===== src/common/lmr_pkg.sv =====
// package of opcode patterns, widths and carriers for the literal/move/return decoder
// Overview of operation
// RL1: the load-literal opcode puts the low instruction byte into the accumulator in one cycle, flags untouched.
// RL2: tools encode the two don't-care bits of load-literal as zero, but the decoder accepts any value there.
// RL3: the store-accumulator opcode writes the accumulator to the file register named by the 7-bit field in one cycle.
// RL4: the interrupt-return opcode pops the stack, loads the popped top entry into the pc, sets the global enable, in two cycles.
// RL5: the legacy configuration-load opcode copies the accumulator into the timer/prescaler register in one cycle.
// RL6: the timer/prescaler register is also read and written as an ordinary file register.
// RL7: the idle opcode ignores its two don't-care bits and only advances the pc for one cycle.
package lmr_pkg;
   localparam int INSN_W = 14;
   localparam int DATA_W = 8;
   localparam int FADDR_W = 7;
   localparam int PC_W = 13;

   // opcode match: (insn & mask) == value, or insn == value for IRET_VAL and CFG_VAL
   localparam logic [13:0] LIT_MASK = 14'h3c00;
   localparam logic [13:0] LIT_VAL = 14'h3000;
   localparam logic [13:0] STORE_MASK = 14'h3f80;
   localparam logic [13:0] STORE_VAL = 14'h0080;
   localparam logic [13:0] IDLE_MASK = 14'h3f9f;
   localparam logic [13:0] IDLE_VAL = 14'h0000;
   localparam logic [13:0] IRET_VAL = 14'h0009;
   localparam logic [13:0] CFG_VAL = 14'h0062;

   // file-register address of the timer/prescaler register (arbitrary default)
   localparam logic [6:0] CFG_FADDR_DEF = 7'h01;
   localparam logic [7:0] CFG_RESET = 8'hff;
   localparam logic [7:0] ACC_RESET = 8'h00;
   localparam logic [7:0] FREAD_RESET = 8'h00;
   localparam logic [12:0] PC_RESET = 13'h0000;

   typedef struct packed {
      logic       en;
      logic [6:0] addr;
      logic [7:0] data;
   } lmr_fwrite_t;

   typedef struct packed {
      logic        pop;
      logic        load;
      logic [12:0] pc;
   } lmr_pcctl_t;
endpackage : lmr_pkg


===== src/hw/lmr_decoder.sv =====
// decode/execute for load-literal, store, idle, interrupt return and legacy config load
module lmr_decoder
   import lmr_pkg::*;
#(
   parameter logic [6:0] CFG_FADDR = CFG_FADDR_DEF
) (
   input  wire logic              i_clk,
   input  wire logic              i_nrst,
   input  wire logic              i_insn_valid,
   input  wire logic [13:0]       i_insn,
   input  wire logic [12:0]       i_stack_top_entry,
   input  wire lmr_fwrite_t       i_fwrite,
   input  wire logic [6:0]        i_fread_addr,
   output logic [7:0]             o_acc,
   output logic [7:0]             o_cfg,
   output logic [7:0]             o_fread_data,
   output logic                   o_fread_hit,
   output lmr_fwrite_t            o_fwrite,
   output lmr_pcctl_t             o_pcctl,
   output logic                   o_pc_advance,
   output logic                   o_global_irq_enable_set,
   output logic                   o_busy
);
   typedef enum logic [0:0] {LMR_EXEC, LMR_IRET2} lmr_state_t;

   lmr_state_t  state;
   lmr_state_t  next_state;
   logic        take;
   logic        match_lit;
   logic        match_store;
   logic        match_idle;
   logic        match_iret;
   logic        match_cfg;
   logic        is_lit;
   logic        is_store;
   logic        is_idle;
   logic        is_iret;
   logic        is_cfg;
   logic        store_to_cfg;
   logic        file_to_cfg;
   logic        fread_sel;
   logic        fwrite_en;
   logic [6:0]  fwrite_addr;
   logic [7:0]  fwrite_data;
   logic        pc_pop;
   logic        pc_load;
   logic [12:0] pc_value;

   // the port widths are fixed by the opcode format, so the package has to agree
   if (INSN_W != 14) begin : g_bad_insn_w
      $error("lmr_decoder: instruction width must be 14");
   end
   if (DATA_W != 8) begin : g_bad_data_w
      $error("lmr_decoder: data width must be 8");
   end
   if (FADDR_W != 7) begin : g_bad_faddr_w
      $error("lmr_decoder: file address width must be 7");
   end
   if (PC_W != 13) begin : g_bad_pc_w
      $error("lmr_decoder: program counter width must be 13");
   end
   // address 0 is the indirect slot and never a real register
   if (CFG_FADDR == 7'h00) begin : g_bad_cfg_faddr
      $error("lmr_decoder: CFG_FADDR 0 is the indirect slot");
   end

   // a word offered in the return's second cycle is dropped, so the host must hold it
   assign take = i_insn_valid && (state == LMR_EXEC);

   // the five patterns are disjoint, so at most one match is ever true
   assign match_lit   = ((i_insn & LIT_MASK) == LIT_VAL); // RL2
   assign match_store = ((i_insn & STORE_MASK) == STORE_VAL);
   assign match_idle  = ((i_insn & IDLE_MASK) == IDLE_VAL); // RL7
   assign match_iret  = (i_insn == IRET_VAL);
   assign match_cfg   = (i_insn == CFG_VAL);

   assign is_lit   = take && match_lit;
   assign is_store = take && match_store;
   assign is_idle  = take && match_idle;
   assign is_iret  = take && match_iret;
   assign is_cfg   = take && match_cfg;

   assign store_to_cfg = is_store && (i_insn[6:0] == CFG_FADDR); // RL6
   assign file_to_cfg  = i_fwrite.en && (i_fwrite.addr == CFG_FADDR); // RL6
   assign fread_sel    = (i_fread_addr == CFG_FADDR);

   always_comb begin
      next_state = state;
      case (state)
         LMR_EXEC: begin
            if (is_iret) begin
               next_state = LMR_IRET2; // RL4
            end
         end
         LMR_IRET2: begin
            next_state = LMR_EXEC;
         end
         default: begin
            next_state = LMR_EXEC;
         end
      endcase
   end

   always_ff @(posedge i_clk or negedge i_nrst) begin
      if (!i_nrst) begin
         state <= LMR_EXEC;
      end else begin
         state <= next_state;
      end
   end

   always_ff @(posedge i_clk or negedge i_nrst) begin
      if (!i_nrst) begin
         o_acc <= ACC_RESET;
      end else if (is_lit) begin
         o_acc <= i_insn[7:0]; // RL1
      end
   end

   // the legacy load and a store never coincide, but an outside write can; the
   // instruction then wins and the outside write is lost
   always_ff @(posedge i_clk or negedge i_nrst) begin
      if (!i_nrst) begin
         o_cfg <= CFG_RESET;
      end else if (is_cfg) begin
         o_cfg <= o_acc; // RL5
      end else if (store_to_cfg) begin
         o_cfg <= o_acc; // RL6
      end else if (file_to_cfg) begin
         o_cfg <= i_fwrite.data; // RL6
      end
   end

   // the read port answers one cycle after the address, like any file register
   always_ff @(posedge i_clk or negedge i_nrst) begin
      if (!i_nrst) begin
         o_fread_hit <= 1'b0;
      end else begin
         o_fread_hit <= fread_sel; // RL6
      end
   end

   always_ff @(posedge i_clk or negedge i_nrst) begin
      if (!i_nrst) begin
         o_fread_data <= FREAD_RESET;
      end else begin
         o_fread_data <= fread_sel ? o_cfg : FREAD_RESET;
      end
   end

   // a store names its target from the low seven opcode bits and carries the accumulator
   always_ff @(posedge i_clk or negedge i_nrst) begin
      if (!i_nrst) begin
         fwrite_en <= 1'b0;
      end else begin
         fwrite_en <= is_store; // RL3
      end
   end

   always_ff @(posedge i_clk or negedge i_nrst) begin
      if (!i_nrst) begin
         fwrite_addr <= '0;
      end else begin
         fwrite_addr <= i_insn[6:0];
      end
   end

   always_ff @(posedge i_clk or negedge i_nrst) begin
      if (!i_nrst) begin
         fwrite_data <= '0;
      end else begin
         fwrite_data <= o_acc;
      end
   end

   assign o_fwrite = '{en: fwrite_en, addr: fwrite_addr, data: fwrite_data};

   // the stack top is taken on the pop edge, so the pc gets the entry being removed
   always_ff @(posedge i_clk or negedge i_nrst) begin
      if (!i_nrst) begin
         pc_pop <= 1'b0;
      end else begin
         pc_pop <= is_iret; // RL4
      end
   end

   always_ff @(posedge i_clk or negedge i_nrst) begin
      if (!i_nrst) begin
         pc_load <= 1'b0;
      end else begin
         pc_load <= is_iret; // RL4
      end
   end

   always_ff @(posedge i_clk or negedge i_nrst) begin
      if (!i_nrst) begin
         pc_value <= PC_RESET;
      end else begin
         pc_value <= i_stack_top_entry; // RL4
      end
   end

   assign o_pcctl = '{pop: pc_pop, load: pc_load, pc: pc_value};

   always_ff @(posedge i_clk or negedge i_nrst) begin
      if (!i_nrst) begin
         o_global_irq_enable_set <= 1'b0;
      end else begin
         o_global_irq_enable_set <= is_iret; // RL4
      end
   end

   // every single-cycle opcode of this group steps the pc; the return loads it instead
   always_ff @(posedge i_clk or negedge i_nrst) begin
      if (!i_nrst) begin
         o_pc_advance <= 1'b0;
      end else begin
         o_pc_advance <= is_idle || is_lit || is_store || is_cfg; // RL7
      end
   end

   // busy marks the return's second cycle, in which no new word is taken
   always_ff @(posedge i_clk or negedge i_nrst) begin
      if (!i_nrst) begin
         o_busy <= 1'b0;
      end else begin
         o_busy <= is_iret; // RL4
      end
   end
endmodule : lmr_decoder


===== config.mk =====
export PLATFORM = sky130hd
export DESIGN_NAME = lmr_decoder
export DESIGN_NICKNAME = d
export VERILOG_FILES = /design/src/common/lmr_pkg.sv /design/src/hw/lmr_decoder.sv
export SDC_FILE = /design/constraint.sdc
export NUM_CORES = 1
export LEC_CHECK = 0
export BUFFER_PORTS_ARGS = -buffer_cell sky130_fd_sc_hd__buf_2
export CAP_MARGIN = 20
export CORE_MARGIN = 10
export CORE_UTILIZATION = 41
export CTS_BUF_LIST = sky130_fd_sc_hd__clkbuf_8
export CTS_CLUSTER_SIZE = 20
export DETAILED_ROUTE_END_ITERATION = 6
export GPL_TIMING_DRIVEN = 0
export PLACE_DENSITY = 0.78
export SKIP_CTS_REPAIR_TIMING = 1
export SLEW_MARGIN = 20
export SYNTH_ARGS = -nofsm -noshare
export SYNTH_HDL_FRONTEND = slang
export SYNTH_SLANG_ARGS = --single-unit

===== constraint.sdc =====
create_clock -name i_clk -period 1.47 [get_ports i_clk]
set_input_delay 0.147 -clock i_clk [delete_from_list [all_inputs] [get_ports i_clk]]
set_output_delay 0.147 -clock i_clk [all_outputs]
set_load 0.005 [all_outputs]

==> impl_metrics.json, run 1 <==
{
  "routabilityCongestion": 0.7230,
  "grt_pass1_wl_um": 8390,
  "post-route-drc-count": 0,
  "cap_violations": 0,
  "initial_core_util_pct": 42.23,
  "path_buf_inv": 1,
  "nNetsFinal": 314,
  "period_minus_slack_ps": 1440,
  "die_y_um": 89.75,
  "synth.distinct_cells": 23,
  "placedCellCount": 295,
  "drive_above_1_share_pct": 65.04,
  "grtUsageMet3_pct": 6.318,
  "synth_fa_ha_area_share_pct": 0,
  "grt_pass1_vias": 1493,
  "wl_um": 6003,
  "grt_max_degree": 58,
  "worstMarginPinSlew_ps": 674.9,
  "ios": 112,
  "placementRows": 25,
  "synth-simple-area-share_pct": 11.67,
  "worst_setup_path_end_kind": "flop",
  "vias": 1522,
  "synthCells": 117,
  "htreeDepth": 3,
  "syn2layout_area_growth_pct": 57.03,
  "power_density_nw_per_um2": 1238,
  "clk_latency_ps": 320,
  "grt_usage_pct": 13.32,
  "finalPower_w": 0.003876,
  "place_area_um2": 2636,
  "numCtsBuffers": 9,
  "crit_arrival_ps": 1640,
  "synth_fp_nets": 170,
  "firstDrtPassIters": 4,
  "place_ws_ps": -144.5,
  "post_drt_wl_per_cell_um": 18.03,
  "setup_viol": 0,
  "syn_avg_cell_area_um2": 17.05,
  "nFillCells": 334,
  "drt_iter0_markers": 39,
  "overflow": 0,
  "cp_max_fo": 5,
  "root_buffer": "clkbuf_8",
  "die_x_um": 89.75,
  "antenna_found_initial": 0,
  "synth_seq_area_share_pct": 72.02,
  "status": "finished, final reports clean",
  "grt_util_met1_pct": 13.77,
  "synth_top_family_by_area": "multiplexers",
  "synth_xor_area_share_pct": 0,
  "clock.fmax_mhz": 694.5,
  "antenna_cells": 0,
  "rsz0062_at_grt": "yes",
  "peakVddDrop_uv": 566.5,
  "ant_nets": 0,
  "fin_crit_sh_pct": 97.96,
  "clock-sinks": 57,
  "finalClockSkew_ps": 7.319,
  "startpoint_type": "flop",
  "hold_path_class": "in -> reg",
  "fin_tns_setup_ps": 0,
  "die-area_um2": 8054,
  "synth_area_um2": 1994,
  "cts_tree": "yes",
  "synthMuxAreaShare_pct": 13.55,
  "coreArea_um2": 4723,
  "cts.path.max_buffers": 2,
  "dp_hpwl_um": 4048,
  "crit_family": "simple AND/OR/NAND/NOR gates",
  "worst_slew_margin_rel_pct": 55.00,
  "slowest_stage": "dfrtp_1",
  "avgViaCountPerCell": 4.571,
  "max_stage_delay_ps": 390,
  "maxSlewViolCount": 0,
  "post-route-cell-area_um2": 3132,
  "met2_usage_pct": 22.03,
  "crit_required_ps": 1670,
  "ys_seq_elements": 57,
  "final_cells": 333,
  "setup_ws_ps": 30.05,
  "p_leak_nw": 1.661,
  "grt.busiest_layer": "met2",
  "synth_compound_area_share_pct": 1.004,
  "ys_warn_count": 0,
  "path_cells": "nor4b_4, and3_4, buf_6, mux2_4",
  "path_class": "reg -> reg",
  "portBuffers": 111,
  "cts.clk_slew.worst_paths_ps": 60,
  "finalHoldViolCount": 0
}
==> cells by family (layout without fill, tap and decap cells) <==
group	Yosys count	after routing
buffers and inverters	5	154
multiplexers	24	24
AND/OR/NAND/NOR	29	29
AO/OA/AOI/OAI	2	2
flip-flops	57	57
==> power by group <==
| part | switching, W | internal [W] |
|---|---|---|
| sequential | 0.0000882 | 0.00173 |
| clock | 0.000586 | 0.000991 |
| combinational | 0.000197 | 0.000282 |
==> synthesized netlist by cell type <==
master | count | share of area, %
or3b_2 | 1 | 0.44
nor4b_4 | 1 | 1.2
mux2_2 | 24 | 14
o31ai_1 | 1 | 0.38
or4_4 | 1 | 0.56
dfrtp_1 | 49 | 61
nor3_1 | 1 | 0.25
or4b_1 | 1 | 0.50
dfstp_2 | 8 | 11
nand3_1 | 1 | 0.25
nand2b_1 | 1 | 0.31
buf_4 | 4 | 1.5
nand3b_4 | 1 | 1.0
nand2_1 | 1 | 0.19
nor4bb_1 | 2 | 1.0
and3_1 | 2 | 0.63
buf_2 | 1 | 0.25
nor4_1 | 1 | 0.31
nor2_1 | 1 | 0.19
o22ai_2 | 1 | 0.63
and2_1 | 10 | 3.1
nor4b_1 | 3 | 1.3
or4_1 | 1 | 0.38
==> metal layers <==
layer | part of all wire, % | up-vias
li1 | - | 696
met1 | 38 | 737
met2 | 52 | 84
met3 | 8.4 | 5
met4 | 0.88 | 0
met5 | 0 | -
==> cell type report <==
| cell class | instances | area [µm²] | share of cell area (%) |
|---|---|---|---|
| Clock buffer | 10 | 137.6 | 4.395 |
| Buffer | 5 | 41.29 | 1.318 |
| Tap cell | 67 | 83.83 | 2.677 |
| Timing Repair Buffer | 133 | 779.5 | 24.89 |
| Sequential cell | 57 | 1436 | 45.87 |
| Multi-Input combinational cell | 55 | 570.5 | 18.22 |
| Clock inverter | 6 | 82.58 | 2.637 |
==> through the flow <==
stage | utilization [%] | hold WS (ps)
floorplan | - | -148.6
global route | 66.30 | 41.28
finish | 66.30 | 55.58
global placement | 55.76 | 255.6
CTS | 60.48 | -123.0
detailed placement | 55.81 | 231.0
==> placed cells by master, fill, tap and decap left out, drive strengths merged <==
cell type / synthesis / final
nor2: 1 / 1
nand3: 1 / 1
dlygate4sd3: 0 / 21
bufinv: 0 / 2
inv: 0 / 1
nand2b: 1 / 1
nor4: 1 / 1
dfrtp: 49 / 49
or4b: 1 / 1
nand3b: 1 / 1
or4: 2 / 2
and2: 10 / 10
nor3: 1 / 1
and3: 2 / 2
nand2: 1 / 1
o31ai: 1 / 1
nor4b: 4 / 4
nor4bb: 2 / 2
dfstp: 8 / 8
clkinv: 0 / 3
clkbuf: 0 / 10
or3b: 1 / 1
mux2: 24 / 24
o22ai: 1 / 1
buf: 5 / 117
==> worst paths after layout <==
| check | start | end | slack [ps] | depth (start not counted) |
|---|---|---|---|---|
| worst min register to register | o_acc[3]$_DFFE_PN0P_ | fwrite_data[3]$_DFF_PN0_ | 420 | 0 |
| min in group asynchronous | i_nrst | fwrite_data[3]$_DFF_PN0_ | 420 | 2 |
| worst max-delay path | state$_DFF_PN0_ | o_acc[0]$_DFFE_PN0P_ | 30 | 4 |
| worst max register to register | state$_DFF_PN0_ | o_acc[0]$_DFFE_PN0P_ | 30 | 4 |
| max in group asynchronous | i_nrst | o_acc[0]$_DFFE_PN0P_ | 610 | 2 |
| worst min-delay path | i_fread_addr[1] | o_fread_hit$_DFF_PN0_ | 60 | 2 |
==> sequential cells by signal (all words and copies together), names as in the netlist <==
register and cells:
o_cfg 8, fwrite_data 8, fwrite_en 1, o_busy 1
pc_value 13, fwrite_addr 7, o_acc 8, o_fread_data 8
o_fread_hit 1, state 1, o_pc_advance 1
No activity file was read; power rests on OpenSTA's default activity.
==> inputs of run 2 (changes only) <==
--- a/config.mk
+++ b/config.mk
@@ -7,12 +7,12 @@
 export LEC_CHECK = 0
 export BUFFER_PORTS_ARGS = -buffer_cell sky130_fd_sc_hd__buf_2
 export CAP_MARGIN = 20
+export CORE_ASPECT_RATIO = 1.1
 export CORE_MARGIN = 10
 export CORE_UTILIZATION = 41
 export CTS_BUF_LIST = sky130_fd_sc_hd__clkbuf_8
 export CTS_CLUSTER_SIZE = 20
 export DETAILED_ROUTE_END_ITERATION = 6
-export GPL_TIMING_DRIVEN = 0
 export PLACE_DENSITY = 0.78
 export SKIP_CTS_REPAIR_TIMING = 1
 export SLEW_MARGIN = 20
==> impl_metrics.json, run 2 (same netlist as run 1, synthesis figures left out) <==
{
  "status": "finished, violations left",
  "violations": "negative setup slack",
  "htreeDepth": 3,
  "fin_tns_setup_ps": -18.03,
  "grt_pass1_wl_um": 8252,
  "cts_tree": "yes",
  "crit_required_ps": 1680,
  "worst_slew_margin_rel_pct": 81.87,
  "coreArea_um2": 4684,
  "holdPathStages": 2,
  "grt_pass1_vias": 1687,
  "setup_viol": 3,
  "syn2layout_area_growth_pct": 54.89,
  "drive_above_1_share_pct": 67.04,
  "grt_usage_pct": 13.24,
  "fin_util_pct": 65.95,
  "worst_setup_path_end_kind": "flop",
  "rsz0062_at_grt": "yes",
  "die_x_um": 86.50,
  "cp_max_fo": 9,
  "startpoint_type": "flop",
  "firstDrtPassIters": 5,
  "period_minus_slack_ps": 1476,
  "die_y_um": 93.15,
  "dp_hpwl_um": 4113,
  "ant_nets": 0,
  "antenna_cells": 0,
  "cts.clk_slew.worst_paths_ps": 70,
  "power_density_nw_per_um2": 1204,
  "path_cells": "nor4b_4, and3_4, buf_12, mux2_2",
  "clock.fmax_mhz": 677.3,
  "placedCellCount": 292,
  "finalClockSkew_ps": 9.293,
  "final_cells": 323,
  "portBuffers": 111,
  "final_cell_mix": "111 x buf_2, 49 x dfrtp_1, 24 x mux2_2, 15 x dlygate4sd3_1",
  "largest_reg_flops": 13,
  "ios": 112,
  "cts.path.max_buffers": 2,
  "worstMarginPinSlew_ps": 268.1,
  "vias": 1506,
  "crit_arrival_ps": 1690,
  "peakVddDrop_uv": 788.4,
  "regMostFlops": "pc_value",
  "nNetsFinal": 315,
  "cap_violations": 0,
  "setup_ws_ps": -6.349,
  "clk_latency_ps": 330,
  "path_class": "reg -> reg",
  "die-area_um2": 8057,
  "p_leak_nw": 1.651,
  "wl_um": 5611,
  "avgViaCountPerCell": 4.663,
  "post-route-drc-count": 0,
  "routabilityCongestion": 0.7608,
  "drt_iter0_markers": 49,
  "antenna_found_initial": 0,
  "numCtsBuffers": 9,
  "rr_worst_depth": 4,
  "initial_core_util_pct": 42.57,
  "slowest_stage": "dfrtp_1",
  "root_buffer": "clkbuf_8",
  "max_stage_delay_ps": 400,
  "final_common_cell": "buf_2",
  "maxSlewViolCount": 0,
  "post_drt_wl_per_cell_um": 17.37,
  "placementRows": 26,
  "finalHoldViolCount": 0,
  "overflow": 0,
  "grt_max_degree": 58,
  "fin_crit_sh_pct": 100.4,
  "clock-sinks": 57,
  "hold_path_class": "in -> reg"
}
-- run 2: per-layer routing --
layer,up-vias,GRT usage (%),share of wire [%]
met2,65,22.04,53
li1,701,-,-
met5,-,0,0
met1,729,13.78,38
met4,0,6.081,2.0
met3,11,6.337,7.5
-- run 2: power by group --
| part | internal [W] | total, W | switching, W |
|---|---|---|---|
| clock | 0.000856 | 0.00143 | 0.000576 |
| sequential | 0.00173 | 0.00182 | 0.0000854 |
| combinational | 0.000274 | 0.000468 | 0.000194 |
-- run 2: path summary, 6_finish.rpt --
| check | from | to | slack [ps] |
|---|---|---|---|
| max reg2reg | state$_DFF_PN0_ | o_acc[6]$_DFFE_PN0P_ | -6 |
| min reg2reg | o_acc[2]$_DFFE_PN0P_ | fwrite_data[2]$_DFF_PN0_ | 430 |
| min in group asynchronous | i_nrst | o_busy$_DFF_PN0_ | 340 |
| min | i_insn[1] | fwrite_addr[1]$_DFF_PN0_ | 50 |
| max in group asynchronous | i_nrst | o_cfg[4]$_DFFE_PN1P_ | 830 |
| max | state$_DFF_PN0_ | o_acc[6]$_DFFE_PN0P_ | -6 |
-- run 2: final cells by class --
type | count | area [µm²]
Sequential cell | 57 | 1436
Tap cell | 56 | 70.07
Timing Repair Buffer | 139 | 828.3
Clock buffer | 11 | 151.4
Multi-Input combinational cell | 55 | 555.5
Clock inverter | 5 | 47.55
Fill cell | 362 | 1595
-- run 2: worst max-delay path: cells and delay by family (launching register included) --
kind | cells | cell delay, ps
muxes | 1 | 330
and+or+nand+nor | 2 | 510
buffers and inverters | 1 | 120
DFF | 1 | 400
-- run 2: stage by stage --
stage                     instance area, µm²  hold slack [ps]  power [W]  setup WS, ps
after floorplan                         1994           -148.6   0.001947         12.92
after global placement                  2708            160.0   0.002273        -95.91
after detailed placement                2708            167.1   0.002284        -132.4
after CTS                               2907           -196.6   0.003719        -117.1
after global routing                    3089            46.14   0.003897        -75.96
final                                   3089            53.45   0.003718        -6.349
